--- config.mk ---
export PLATFORM = sky130hd
export DESIGN_NAME = tsp_top
export DESIGN_NICKNAME = d
export VERILOG_FILES = /design/src/tsp_pkg.sv /design/src/tsp_top.sv
export SDC_FILE = /design/constraint.sdc
export NUM_CORES = 1
export LEC_CHECK = 0
export BUFFER_PORTS_ARGS = -buffer_cell sky130_fd_sc_hd__clkbuf_2
export CAP_MARGIN = 15
export CORE_MARGIN = 2
export CORE_UTILIZATION = 57
export DETAILED_ROUTE_END_ITERATION = 12
export HOLD_SLACK_MARGIN = 0.05
export PLACE_DENSITY = 0.8
export SLEW_MARGIN = 30
export SYNTH_ARGS = -nofsm -noshare
export SYNTH_HDL_FRONTEND = slang
export SYNTH_SLANG_ARGS = --single-unit
--- constraint.sdc ---
create_clock -name I_SYS_CLK -period 3 [get_ports I_SYS_CLK]
set_input_delay 0.45 -clock I_SYS_CLK [delete_from_list [all_inputs] [get_ports I_SYS_CLK]]
set_output_delay 0.45 -clock I_SYS_CLK [all_outputs]
set_load 0.1 [all_outputs]
--- src/tsp_pkg.sv ---
package tsp_pkg;

  localparam int REG_W = 8;
  localparam int ADDR_W = 12;

  // Byte addresses of the register words
  localparam logic [ADDR_W-1:0] ADDR_CTRL = 12'h000;
  localparam logic [ADDR_W-1:0] ADDR_COUNT = 12'h004;
  localparam logic [ADDR_W-1:0] ADDR_PERIOD = 12'h008;
  localparam logic [ADDR_W-1:0] ADDR_IRQ_EN = 12'h00C;
  localparam logic [ADDR_W-1:0] ADDR_IRQ_FLAGS = 12'h010;
  localparam logic [ADDR_W-1:0] ADDR_MODE = 12'h014;
  localparam logic [ADDR_W-1:0] ADDR_DUTY = 12'h018;
  localparam logic [ADDR_W-1:0] ADDR_PHASE = 12'h01C;
  localparam logic [ADDR_W-1:0] ADDR_STATUS = 12'h020;

  // Field positions
  localparam int CTRL_RUN_BIT = 2;
  localparam int CTRL_PRESC_LSB = 0;
  localparam int FLAG_PERIOD_BIT = 1;
  localparam int MODE_ROLE_LSB = 6;
  localparam int MODE_AUX_BIT = 5;
  localparam int STAT_PWM_BIT = 0;
  localparam int STAT_WAIT_BIT = 1;
  localparam int STAT_SYNC_BIT = 2;
  localparam int STAT_DUTY_LSB = 8;
  localparam int STAT_PHASE_LSB = 16;

  // Values after reset
  localparam logic [REG_W-1:0] COUNT_RST = 8'h00;
  localparam logic [REG_W-1:0] PERIOD_RST = 8'hFF;
  localparam logic [REG_W-1:0] CTRL_RST = 8'h00;
  localparam logic [REG_W-1:0] IRQ_EN_RST = 8'h00;
  localparam logic [REG_W-1:0] FLAGS_RST = 8'h00;
  localparam logic [REG_W-1:0] MODE_RST = 8'h00;
  localparam logic [REG_W-1:0] DUTY_RST = 8'h00;
  localparam logic [REG_W-1:0] PHASE_RST = 8'h00;

  // Prescaler terminal counts, factor minus one
  localparam logic [3:0] PRESC_MAX_1 = 4'h0;
  localparam logic [3:0] PRESC_MAX_4 = 4'h3;
  localparam logic [3:0] PRESC_MAX_8 = 4'h7;
  localparam logic [3:0] PRESC_MAX_16 = 4'hF;

  typedef enum logic [1:0] {
    ROLE_ALONE = 2'b00,
    ROLE_MASTER = 2'b01,
    ROLE_RSVD = 2'b10,
    ROLE_SLAVE = 2'b11
  } tsp_role_e;

  typedef enum logic {
    PH_RUN = 1'b0,
    PH_WAIT = 1'b1
  } tsp_phase_e;

  typedef struct packed {
    logic psel;
    logic penable;
    logic pwrite;
    logic [ADDR_W-1:0] paddr;
    logic [31:0] pwdata;
  } tsp_apb_req_s;

  typedef struct packed {
    logic [31:0] prdata;
    logic pready;
    logic pslverr;
  } tsp_apb_rsp_s;

endpackage

--- src/tsp_top.sv ---
`timescale 1ns/1ps
module tsp_top (
  input wire logic I_SYS_CLK,
  input wire logic I_RSTN,
  input wire tsp_pkg::tsp_apb_req_s I_APB,
  output tsp_pkg::tsp_apb_rsp_s O_APB,
  input wire logic I_SLEEP,
  input wire logic I_SYNC_PIN,
  output logic O_SYNC_PIN,
  output logic O_SYNC_PIN_OE,
  output logic O_SYS_CLK
);
  import tsp_pkg::*;

  function automatic logic [3:0] presc_max(input logic [1:0] sel);
    case (sel)
      2'b00: presc_max = PRESC_MAX_1;
      2'b01: presc_max = PRESC_MAX_4;
      2'b10: presc_max = PRESC_MAX_8;
      default: presc_max = PRESC_MAX_16;
    endcase
  endfunction

  logic run;
  logic [1:0] presc_sel;
  logic [REG_W-1:0] count;
  logic [REG_W-1:0] period;
  logic [REG_W-1:0] irq_en;
  logic period_flag;
  logic [1:0] role_bits;
  logic mode_aux;
  logic [REG_W-1:0] duty_buf;
  logic [REG_W-1:0] phase_buf;
  logic [REG_W-1:0] duty_active;
  logic [REG_W-1:0] phase_active;
  logic [REG_W-1:0] phase_cnt;
  tsp_phase_e ph_state;
  logic [3:0] pre_cnt;
  logic pwm;
  logic sync_oe;
  logic sync_s1;
  logic sync_s2;
  logic sync_s3;
  logic sync_lvl;
  logic sync_lvl_d;
  logic [31:0] rd_data;

  // Bus decode
  wire setup_phase = I_APB.psel && !I_APB.penable;
  wire access_phase = I_APB.psel && I_APB.penable;
  wire wr_en = access_phase && I_APB.pwrite;
  wire hit_ctrl = I_APB.paddr == ADDR_CTRL;
  wire hit_count = I_APB.paddr == ADDR_COUNT;
  wire hit_period = I_APB.paddr == ADDR_PERIOD;
  wire hit_irq_en = I_APB.paddr == ADDR_IRQ_EN;
  wire hit_flags = I_APB.paddr == ADDR_IRQ_FLAGS;
  wire hit_mode = I_APB.paddr == ADDR_MODE;
  wire hit_duty = I_APB.paddr == ADDR_DUTY;
  wire hit_phase = I_APB.paddr == ADDR_PHASE;
  wire hit_status = I_APB.paddr == ADDR_STATUS;
  wire hit_any = hit_ctrl || hit_count || hit_period || hit_irq_en || hit_flags
                 || hit_mode || hit_duty || hit_phase || hit_status;
  wire wr_ctrl = wr_en && hit_ctrl;
  wire wr_count = wr_en && hit_count;
  wire wr_period = wr_en && hit_period;
  wire wr_irq_en = wr_en && hit_irq_en;
  wire wr_flags = wr_en && hit_flags;
  wire wr_mode = wr_en && hit_mode;
  wire wr_duty = wr_en && hit_duty;
  wire wr_phase = wr_en && hit_phase;
  wire [REG_W-1:0] wdata = I_APB.pwdata[REG_W-1:0];

  // Timer and sync role decode
  tsp_role_e role;
  assign role = tsp_role_e'(role_bits);
  wire is_slave = role == ROLE_SLAVE;
  wire is_master = role == ROLE_MASTER;
  wire active = run && !I_SLEEP;
  wire tick = pre_cnt == presc_max(presc_sel);
  wire adv = active && tick;
  wire match = count == period;
  wire adv_run = adv && (ph_state == PH_RUN);
  wire own_wrap = adv_run && match;
  wire master_edge = is_slave && active && sync_lvl && !sync_lvl_d;
  wire restart = own_wrap || master_edge;
  wire slave_wait = is_slave && (phase_buf != 8'h00);
  wire [REG_W-1:0] count_inc = count + 8'h01;
  wire phase_done = adv && (ph_state == PH_WAIT) && (phase_cnt == 8'h01);

  // Read mux
  wire [31:0] rd_ctrl = {24'h00_0000, 5'b00000, run, presc_sel};
  wire [31:0] rd_flags = {24'h00_0000, 6'b000000, period_flag, 1'b0};
  wire [31:0] rd_mode = {24'h00_0000, role_bits, mode_aux, 5'b00000};
  wire [31:0] rd_status = {8'h00, phase_active, duty_active, 5'b00000, sync_lvl,
                           ph_state == PH_WAIT, pwm};
  wire [31:0] next_rd_data = hit_ctrl ? rd_ctrl :
                             hit_count ? {24'h00_0000, count} :
                             hit_period ? {24'h00_0000, period} :
                             hit_irq_en ? {24'h00_0000, irq_en} :
                             hit_flags ? rd_flags :
                             hit_mode ? rd_mode :
                             hit_duty ? {24'h00_0000, duty_buf} :
                             hit_phase ? {24'h00_0000, phase_buf} :
                             hit_status ? rd_status : 32'h0000_0000;

  assign O_APB.prdata = rd_data;
  assign O_APB.pready = 1'b1;
  assign O_APB.pslverr = access_phase && !hit_any;
  assign O_SYS_CLK = pwm;
  assign O_SYNC_PIN = pwm;
  assign O_SYNC_PIN_OE = sync_oe;

  always_ff @(posedge I_SYS_CLK or negedge I_RSTN) begin
    if (!I_RSTN) begin
      rd_data <= 32'h0000_0000;
    end else if (setup_phase && !I_APB.pwrite) begin
      rd_data <= next_rd_data;
    end
  end

  // Software registers
  always_ff @(posedge I_SYS_CLK or negedge I_RSTN) begin
    if (!I_RSTN) begin
      run <= CTRL_RST[CTRL_RUN_BIT];
      presc_sel <= CTRL_RST[CTRL_PRESC_LSB +: 2];
      period <= PERIOD_RST;
      irq_en <= IRQ_EN_RST;
      role_bits <= MODE_RST[MODE_ROLE_LSB +: 2];
      mode_aux <= MODE_RST[MODE_AUX_BIT];
      duty_buf <= DUTY_RST;
      phase_buf <= PHASE_RST;
    end else begin
      if (wr_ctrl) begin
        run <= wdata[CTRL_RUN_BIT];
        presc_sel <= wdata[CTRL_PRESC_LSB +: 2];
      end
      if (wr_period) period <= wdata;
      if (wr_irq_en) irq_en <= wdata;
      if (wr_mode) begin
        role_bits <= wdata[MODE_ROLE_LSB +: 2];
        mode_aux <= wdata[MODE_AUX_BIT];
      end
      if (wr_duty) duty_buf <= wdata;
      if (wr_phase) phase_buf <= wdata;
    end
  end

  // Match flag: a match in the clearing cycle keeps it set
  always_ff @(posedge I_SYS_CLK or negedge I_RSTN) begin
    if (!I_RSTN) begin
      period_flag <= FLAGS_RST[FLAG_PERIOD_BIT];
    end else begin
      period_flag <= own_wrap || (wr_flags ? wdata[FLAG_PERIOD_BIT] : period_flag);
    end
  end

  // Prescaler
  always_ff @(posedge I_SYS_CLK or negedge I_RSTN) begin
    if (!I_RSTN) begin
      pre_cnt <= 4'h0;
    end else if (wr_ctrl || wr_count || master_edge) begin
      pre_cnt <= 4'h0;
    end else if (active) begin
      pre_cnt <= tick ? 4'h0 : pre_cnt + 4'h1;
    end
  end

  // Counter; control writes do not touch it
  always_ff @(posedge I_SYS_CLK or negedge I_RSTN) begin
    if (!I_RSTN) begin
      count <= COUNT_RST;
    end else if (wr_count) begin
      count <= wdata;
    end else if (restart) begin
      count <= COUNT_RST;
    end else if (adv_run) begin
      count <= count_inc;
    end
  end

  // Double-buffered duty and phase
  always_ff @(posedge I_SYS_CLK or negedge I_RSTN) begin
    if (!I_RSTN) begin
      duty_active <= DUTY_RST;
      phase_active <= PHASE_RST;
    end else if (restart) begin
      duty_active <= duty_buf;
      if (is_slave) phase_active <= phase_buf;
    end
  end

  // Slave phase delay counted in prescaler ticks
  always_ff @(posedge I_SYS_CLK or negedge I_RSTN) begin
    if (!I_RSTN) begin
      ph_state <= PH_RUN;
      phase_cnt <= 8'h00;
    end else begin
      case (ph_state)
        PH_RUN: begin
          if (restart && slave_wait) begin
            ph_state <= PH_WAIT;
            phase_cnt <= phase_buf;
          end
        end
        PH_WAIT: begin
          if (master_edge && slave_wait) begin
            phase_cnt <= phase_buf;
          end else if (master_edge) begin
            ph_state <= PH_RUN;
          end else if (phase_done) begin
            ph_state <= PH_RUN;
          end else if (adv) begin
            phase_cnt <= phase_cnt - 8'h01;
          end
        end
        default: ph_state <= PH_RUN;
      endcase
    end
  end

  // Output level
  always_ff @(posedge I_SYS_CLK or negedge I_RSTN) begin
    if (!I_RSTN) begin
      pwm <= 1'b0;
    end else if (restart) begin
      pwm <= !slave_wait && (duty_buf != 8'h00);
    end else if (phase_done) begin
      pwm <= duty_active != 8'h00;
    end else if (adv_run && count_inc == duty_active) begin
      pwm <= 1'b0;
    end
  end

  always_ff @(posedge I_SYS_CLK or negedge I_RSTN) begin
    if (!I_RSTN) begin
      sync_oe <= 1'b0;
    end else begin
      sync_oe <= is_master;
    end
  end

  // Sync pin input: three stages, change taken when stages two and three agree
  // Reset to the pulled-up idle level so no false edge follows reset
  always_ff @(posedge I_SYS_CLK or negedge I_RSTN) begin
    if (!I_RSTN) begin
      sync_s1 <= 1'b1;
      sync_s2 <= 1'b1;
      sync_s3 <= 1'b1;
      sync_lvl <= 1'b1;
      sync_lvl_d <= 1'b1;
    end else begin
      sync_s1 <= I_SYNC_PIN;
      sync_s2 <= sync_s1;
      sync_s3 <= sync_s2;
      if (sync_s2 == sync_s3) sync_lvl <= sync_s3;
      sync_lvl_d <= sync_lvl;
    end
  end
endmodule

## Word level (Yosys, flattened, before mapping)

Index checks and enable logic that the tools add are counted.

| cells by class | value |
|---|---|
| add/sub/neg operators | 3 |
| multiply operators | 0 |
| div/mod/pow operators | 0 |
| $lt $le $gt $ge | 0 |
| eq/ne operators | 21 |
| shifts and indexed selects | 0 |
| mux-type cells | 31 |
| bitwise gates (word level) | 1 |
| reductions and logical operators | 55 |

Operators with widths:

| operator | count |
|---|---|
| two-way mux 24 bit | 9 |
| two-way mux 8 bit | 8 |
| == test 12 x 5 -> 1 bit, second input constant | 4 |
| logical AND 1 bit | 27 |
| == test 12 x 4 -> 1 bit, second input constant | 2 |
| nonzero test 8 bit | 3 |
| == test 8 bit | 2 |
| case mux 8 bit (2 select lines) | 1 |
| == test 12 x 3 -> 1 bit, second input constant | 1 |
| == test 12 x 6 -> 1 bit, second input constant | 1 |
| zero test 12 bit | 1 |
| logical OR 1 bit | 12 |
| two-way mux 4 bit | 3 |
| case mux 4 bit (3 select lines) | 1 |
| adder 8 x 1 -> 8 bit, second input constant | 1 |
| == test 8 x 1 -> 1 bit, second input constant | 1 |
| two-way mux 1 bit | 8 |
| subtractor 8 x 1 -> 8 bit, second input constant | 1 |
| zero test 1 bit | 6 |
| inequality test 3 x 2 -> 1 bit, second input constant | 2 |
| nonzero test 3 bit | 2 |
| adder 4 x 1 -> 4 bit, second input constant | 1 |
| == test 2 x 1 -> 1 bit, second input constant | 2 |
| == test 2 bit, second input constant | 2 |
| 10 further kinds | 10 |

| word-level totals | value |
|---|---|
| register bits | 115 |
| bits in latches | 0 |
| bits in writable memories | 0 |
| memory bits (read-only) | 0 |
| input port bits | 51 |
| logic and storage cells | 134 |
| memories | 0 |

## Longest topological paths before layout

Gate-level depths: netlist of the first run.

| depth | value |
|---|---|
| word-level depth | 11 |
| mapped depth | 8 |

## Worst setup path before layout of the first run

No wires, ideal clock.

| timing | value |
|---|---|
| path type | input to output |
| start point | input port I_APB[34] (netlist name) |
| end point | output port O_APB[0] (netlist name) |
| arrival time | 3.498 ns |
| path slack | -0.948 ns |
| stages | 7 |
| buffers on the path | 2 |
| cell sequence | clkbuf_1 clkbuf_1 nor2b_1 a21oi_1 nand2_1 o22ai_1 nor3_1 |

RTL lines:

| what | line | RTL |
|---|---|---|
| start: declaration | tsp_top.sv:5 | `input wire tsp_pkg::tsp_apb_req_s I_APB,` |
| end: declaration | tsp_top.sv:6 | `output tsp_pkg::tsp_apb_rsp_s O_APB,` |

## Worst setup path in the final report of the first run

| timing | value |
|---|---|
| start point | register pre_cnt[0] |
| end point | register pwm (netlist: O_SYNC_PIN) |

| on the way | value |
|---|---|
| cells in the longest elaborated chain, start to end | 6 |
| elaborated cells between the ends (all ways) | 11 |

Ends and longest elaborated chain:

| what | line | RTL |
|---|---|---|
| start: declaration | tsp_top.sv:38 | `logic [3:0] pre_cnt;` |
| start signal: assignment | tsp_top.sv:164 | `pre_cnt <= tick ? 4'h0 : pre_cnt + 4'h1;` |
| == test 4 bit * | tsp_top.sv:79 | `wire tick = pre_cnt == presc_max(presc_sel);` |
| logical AND 1 bit * | tsp_top.sv:80 | `wire adv = active && tick;` |
| logical AND 1 bit (on tied branches) | tsp_top.sv:88, tsp_top.sv:82 |  |
| logical AND 1 bit (on tied branches) | tsp_top.sv:88, tsp_top.sv:83 |  |
| two-way mux 1 bit or logical OR 1 bit (tied branches) | tsp_top.sv:227, tsp_top.sv:85 |  |
| two-way mux 1 bit or nonzero test 3 bit (tied branches) | n/a |  |
| end signal: assignment | tsp_top.sv:226 | `pwm <= !slave_wait && (duty_buf != 8'h00);` |
| end: declaration | tsp_top.sv:39 | `logic pwm;` |

Mark *: on every way between the ends. The rest lies on a longest branch, timed or not.
A chain may end at the register's enable or synchronous reset.

==> reports/results.tsv, run 1 <==
metric	value	unit
status	finished clean	
synth-seq-area-share	0.468	
top_layer_used	met5	
nNetsFinal	647	
maxSlewViolCount	0	
clkSinkCount	107	
fillerInstances	776	
dp_hpwl	10200	um
avgSynthCellArea	10.5	um2
place.gp.congestion	0.961	
grt_max_degree	108	
synth_top_area_share	0.409	
worstSetupStartpointType	flop	
worstSetupEndpointType	flop	
fmax	396	MHz
dominantRegCellSynth	dfrtp_1	
cp_slowest_cell	or4_1	
critical_path.max_fanout	9	
rsz0062_at_grt	false	
r2r_slack	0.47	ns
die_x	104	um
cts_max_path_buffers	2	
fin_worst_skew	0.0136	ns
irDropWorstVdd	0.000484	V
ys_async_sr_fraction	1.00	
cp_common_cell	o31a_1	
r2r_start	pre_cnt[0]	
num_io_pins	88	
antenna_cells	0	
slew_headroom	0.426	
rows	36	
vias	4595	
port_buffers	54	
grt.total_usage	0.274	
area_delta_synth_final	10.5	%
wl	14200	um
avgViaCountPerCell	6.29	
worstMarginPinSlew	0.856	ns
cts_tree	done	
root_buffer	clkbuf_8	
drv_cap	0	
setup_violations	0	
yosysWarnings	0	
coreArea	0.00977	mm2
rr_endpoint	O_SYNC_PIN	
antenna_found_initial	1	
drive_gt1_frac	0.288	
path_clk_slew	0.10	ns
post_cts_buffers	0	
yosys.area.top_type	dfrtp_1	
overflow	0	
synth_edf_count	0	
crit_path_max_incr_delay	0.55	ns
period_needed	2.53	ns
grt_pass1_wl	23400	um
ctsHoldBuffers	0	
layout_setup_ws	0.475	ns
ant_nets	0	
crit_type	reg -> reg	
dr.first_iter.drc_count	377	
drc	0	
die-area	0.0109	mm2
synth_area_leaders	dfrtp_1 (41%), mux2_2 (11%), dfstp_2 (5.9%)	
hp-class	in -> async	
post-place-ws	0.503	ns
crit_chain	or4_1, nor3_2, o31a_1, o2111ai_1, o211a_1, o31a_1	
synth_seq_cells	107	
cts_inserted_buffers	9	
grt_pass1_vias	4549	
route.met3.wl	958	um
m1WireLength	5880	um
drtPass1Iterations	5	
netlist_area	0.00575	mm2
hold_viol	0	
p_leak	3.05	nW
power.density	409	mW/mm2
initial_core_util	0.589	
period_share	0.842	
synth_cell_type_count	78	
required	3.28	ns
rr_worst_depth	6	
syn_inst	546	
wl_met2	6890	um
setup_tns	0	ns
cp_data_arrival_time	2.81	ns
die_height	104	um
worst_skew_pair.late_latency	0.39	ns
cts_resized	0	
wire_per_inst	19.5	um
h-tree-depth	3	
==> synthesized netlist by cell type (8+ instances only) <==
cell type	number
xor2_1	14
nand2_1	45
nor2_1	32
dfrtp_1	94
nand3_1	13
inv_1	9
buf_4	13
nand2b_1	8
o21ai_0	32
mux2_2	55
a21oi_1	23
nor3_1	12
a22o_1	23
dfstp_2	13
clkbuf_1	20
==> power by group <==
group          total, mW  switching, mW  internal (mW)  leakage, nW
combinational      0.197          0.155         0.0414         1.50
clock              0.944          0.520          0.423        0.106
sequential          1.46        0.00643           1.45         1.44
total               2.60          0.682           1.92         3.05
==> kinds of logic after synthesis <==
logic type	after synthesis	synth area share
adder cells (fa/ha/maj)	5	0.0104
multiplexers	60	0.117
AO/OA/AOI/OAI	138	0.173
other	2	0.00131
AND/OR/NAND/NOR	167	0.160
flip-flops	107	0.468
XOR/XNOR	19	0.0289
buffers and inverters	48	0.0420
==> worst max-delay path by stage <==
stage               start          to  slack (ns)  cells after the start
2_1_floorplan   I_APB[34]    O_APB[0]        0.30                      7
3_3_place_gp   pre_cnt[0]  O_SYNC_PIN        0.57                      6
3_5_place_dp   pre_cnt[0]  O_SYNC_PIN        0.50                      6
4_1_cts        pre_cnt[0]  O_SYNC_PIN        0.48                      6
5_1_grt          count[0]  O_SYNC_PIN        0.30                      7
6_report       pre_cnt[0]  O_SYNC_PIN        0.47                      6
==> area by class of cell <==
class	instances	area, um2	share of cell area
inverters	9	33.8	0.00531
multi-input cells	398	2860	0.449
clock inverters	6	75.1	0.0118
clock buffers	10	138	0.0216
repair buffers	67	398	0.0626
well taps	133	166	0.0262
flip-flops and latches	107	2690	0.424
==> flip-flops by register name, summed over array words and instances (netlist names), 2 cells and up <==
signal	flops
presc_sel	2
rd_data	24
count	8
role	2
duty_active	8
pre_cnt	4
period	8
phase_buf	8
phase_cnt	8
irq_en	8
duty_buf	8
phase_active	8
==> per-stage QoR <==
step	instances	util	power [mW]	hold WS, ns	area, um2
6_report	730	0.651	2.60	0.109	6360
5_1_grt	730	0.651	2.70	0.0963	6360
4_1_cts	730	0.651	2.62	0.110	6360
3_5_place_dp	714	0.629	1.68	0.350	6150
3_3_place_gp	714	0.629	1.68	0.347	6150
2_1_floorplan	553	-	1.61	0.154	5790
==> per-layer routing <==
metal,global-route usage,vias to the layer above
li1,-,2088
met1,0.352,2292
met2,0.441,168
met3,0.0758,45
met5,0,-
met4,0.110,2
==> worst max-delay path, delay by kind of cell (launching register included) <==
| kind | cells | cell delay, ns |
|---|---|---|
| flip-flops | 1 | 0.46 |
| AO/OA/AOI/OAI | 4 | 1.17 |
| AND/OR/NAND/NOR | 2 | 0.79 |
==> placed cells by master (no fill, tap or decap), types with 4 or more instances in the layout <==
| cell type | count |
|---|---|
| clkbuf_2 | 52 |
| mux2_2 | 55 |
| dfrtp_1 | 94 |
| o21ai_0 | 32 |
| nor3_1 | 11 |
| nand2b_1 | 8 |
| nor2_1 | 32 |
| a32o_1 | 5 |
| nor2_2 | 4 |
| o32ai_1 | 4 |
| a21oi_1 | 23 |
| a22o_1 | 23 |
| buf_4 | 13 |
| mux2i_1 | 4 |
| conb_1 | 9 |
| a22oi_1 | 6 |
| nor4_1 | 7 |
| and3_1 | 6 |
| ha_1 | 4 |
| nand4_1 | 7 |
| clkbuf_8 | 10 |
| xor2_1 | 14 |
| dfstp_2 | 13 |
| o21ai_1 | 6 |
| xnor2_1 | 5 |
| inv_1 | 9 |
| nand2_1 | 45 |
| a2bb2oi_1 | 4 |
| nor2b_1 | 6 |
| o22ai_1 | 4 |
| nand3_1 | 13 |
| o211ai_1 | 4 |
No activity file was read; power rests on OpenSTA's default activity.
==> run 2: changes to the inputs <==
--- a/config.mk
+++ b/config.mk
@@ -5,6 +5,7 @@
 export SDC_FILE = /design/constraint.sdc
 export NUM_CORES = 1
 export LEC_CHECK = 0
+export ABC_AREA = 1
 export BUFFER_PORTS_ARGS = -buffer_cell sky130_fd_sc_hd__clkbuf_2
 export CAP_MARGIN = 15
 export CORE_MARGIN = 2
==> constraint.sdc (replaced) <==
create_clock -name I_SYS_CLK -period 2.36 [get_ports I_SYS_CLK]
set_input_delay 0.354 -clock I_SYS_CLK [delete_from_list [all_inputs] [get_ports I_SYS_CLK]]
set_output_delay 0.354 -clock I_SYS_CLK [all_outputs]
set_load 0.1 [all_outputs]
==> reports/results.tsv, run 2 <==
metric	value	unit	change
vias	5258		was 4595
num_io_pins	88		unchanged
dominantRegCellSynth	dfrtp_1		unchanged
clkSinkCount	107		unchanged
die_height	105	um	was 104 um
postLayoutCoreUtil	0.655		was 0.651
crit_type	in -> out		was reg -> reg
cp_slowest_cell	o311ai_0		was or4_1
port_buffers	54		unchanged
final_cell_area	0.00643	mm2	was 0.00636 mm2
avgViaCountPerCell	5.55		was 6.29
synth-seq-area-share	0.464		was 0.468
grt_max_degree	57		was 108
cts_tree	done		unchanged
grt_pass1_vias	5049		was 4549
root_buffer	clkbuf_8		unchanged
crit_path_end	O_APB[0]		was O_SYNC_PIN
coreArea	0.00982	mm2	was 0.00977 mm2
h-tree-depth	3		unchanged
setup_violations	0		unchanged
irDropWorstVdd	0.000452	V	was 0.000484 V
initial_core_util	0.591		was 0.589
wire_per_inst	15.6	um	was 19.5 um
worstMarginPinSlew	0.881	ns	was 0.856 ns
worstSetupEndpointType	primary output		was flop
fmax	468	MHz	
critPathLaunch	I_APB[43]		was pre_cnt[0]
overflow	0		unchanged
cts_max_path_buffers	2		unchanged
setup_tns	0	ns	unchanged
crit_path_max_incr_delay	0.74	ns	was 0.55 ns
antenna_found_initial	0		was 1
top_register	rd_data		unchanged
cp.depth	6		unchanged
crit_chain	clkbuf_2, nor2_1, nand3_1, o311ai_0, nor3_4, buf_12		was or4_1, nor3_2, o31a_1, o2111ai_1, o211a_1, o31a_1
power.density	487	mW/mm2	was 409 mW/mm2
drive_gt1_frac	0.166		was 0.288
maxSlewViolCount	0		unchanged
synth_cell_type_count	39		was 78
r2r_slack	0.35	ns	was 0.47 ns
drc	0		unchanged
final_cell_count_no_fill	947		was 730
layout_common_cells	nand2_1 (235), dfrtp_1 (94), inv_1 (71)		was dfrtp_1 (94), mux2_2 (55), clkbuf_2 (52)
netlist_area	0.00580	mm2	was 0.00575 mm2
slew_headroom	0.412		was 0.426
synthMostInstantiatedCell	nand2_1		was dfrtp_1
drv_cap	0		unchanged
drtPass1Iterations	7		was 5
worst_skew_pair.late_latency	0.39	ns	about the same
synth_seq_cells	107		unchanged
r2r_start	presc_sel[1]		was pre_cnt[0]
area_delta_synth_final	10.8	%	was 10.5%
rsz0062_at_grt	false		unchanged
period_share	0.906		
largest_reg_flops	24		unchanged
antenna_cells	0		unchanged
avgSynthCellArea	7.74	um2	was 10.5 um2
cp_top_family	compound AO/OA/AOI/OAI gates		unchanged
hold_viol	0		unchanged
nNetsFinal	864		was 647
required	2.01	ns	was 3.28 ns
dr.first_iter.drc_count	452		was 377
synth_edf_count	0		unchanged
place.gp.congestion	0.948		was 0.961
critical_path.max_fanout	8		was 9
yosys.area.top_type	dfrtp_1		unchanged
synthTopCellsByCount	nand2_1 (235), dfrtp_1 (94), inv_1 (71)		was dfrtp_1 (94), mux2_2 (55), nand2_1 (45)
synth_area_leaders	dfrtp_1 (41%), nand2_1 (15%), dfstp_2 (5.9%)		was dfrtp_1 (41%), mux2_2 (11%), dfstp_2 (5.9%)
die_x	105	um	was 104 um
fillerInstances	905		was 776
hp-class	in -> reg		was in -> async
die-area	0.0110	mm2	was 0.0109 mm2
dpl_cell_area	0.00623	mm2	was 0.00615 mm2
wl	14800	um	was 14200 um
grt.total_usage	0.283		was 0.274
period_needed	2.14	ns	
dp_hpwl	11300	um	was 10200 um
worstSetupStartpointType	primary input		was flop
grt_pass1_wl	24600	um	was 23400 um
path_clk_slew	0.10	ns	about the same
synth_top_area_share	0.405		was 0.409
mostFrequentLayoutCell	nand2_1		was dfrtp_1
dp.cells	929		was 714
syn_inst	750		was 546
rr_worst_depth	11		was 6
rr_endpoint	phase_cnt[6]		was O_SYNC_PIN
finalPower	3.13	mW	was 2.60 mW
ys_async_sr_fraction	1.00		unchanged
cts_resized	0		unchanged
ant_nets	0		unchanged
yosysWarnings	0		unchanged
rows	36		unchanged
p_leak	3.26	nW	was 3.05 nW
cp_data_arrival_time	1.78	ns	was 2.81 ns
crit_buf_inv	2		was 0
fin_worst_skew	0.0111	ns	was 0.0136 ns
cts_inserted_buffers	9		unchanged
status	finished clean		unchanged
run 2: worst min-delay path by stage:
stage	start	to	slack [ns]	depth (start not counted)
global placement	I_RSTN	rd_data[0]	0.29	1
finish	I_APB[4]	count[4]	0.26	3
floorplan	I_RSTN	O_SYNC_PIN	0.06	0
CTS	I_APB[4]	count[4]	0.25	3
detailed placement	I_RSTN	rd_data[6]	0.30	1
global route	I_APB[3]	count[3]	0.26	3
run 2: cell families (layout without fill, tap and decap cells):
family / Yosys count / in the layout / synth area share
other cells: 2 / 9 / 0.00129
buf+inv: 104 / 161 / 0.0778
fa+ha+maj: 5 / 5 / 0.0103
xor+xnor: 17 / 17 / 0.0257
simple gates: 411 / 411 / 0.316
flops: 107 / 107 / 0.464
compound gates: 104 / 104 / 0.104
run 2: repair_timing:
action,CTS,global route
hold buffers,2,0
endpoints found under the hold margin,27,0
buffers inserted,0,0
run 2: area by class of cell:
class | instances | area (um2) | area share
Clock buffer | 9 | 124 | 0.0193
Clock inverter | 7 | 57.6 | 0.00895
Inverter | 78 | 293 | 0.0455
Multi-Input combinational cell | 546 | 2700 | 0.419
Sequential cell | 107 | 2690 | 0.419
Tap cell | 133 | 166 | 0.0259
Timing Repair Buffer | 67 | 403 | 0.0626
run 2: through the flow:
| stage | worst slack (ns) | hold slack [ns] |
|---|---|---|
| floorplan | 0.105 | 0.0584 |
| global placement | 0.307 | 0.290 |
| detailed placement | 0.255 | 0.300 |
| CTS | 0.255 | 0.251 |
| global route | 0.130 | 0.257 |
| finish | 0.221 | 0.261 |
run 2: worst register-to-register path, cell delays in order, from the launching register on:
cell	delay (ns)
dfrtp_1	0.49
o21ai_0	0.24
nand2_2	0.09
nor2_4	0.16
nand3_1	0.11
inv_1	0.17
nand3_1	0.16
nand2_1	0.12
nand2_2	0.14
nand2_4	0.15
nand2_1	0.07
nand2_1	0.06
run 2: layer usage:
layer	up-vias	global-route usage	routed length, um
met5	-	0	0
met4	0	0.0895	253
met3	25	0.0493	1020
met2	190	0.461	7020
met1	2516	0.386	6490
li1	2527	-	-
run 2: where the power goes:
part / switching (mW) / internal, mW
sequential: 0.00654 / 1.85
combinational: 0.172 / 0.0418
clock: 0.662 / 0.403
total: 0.840 / 2.29
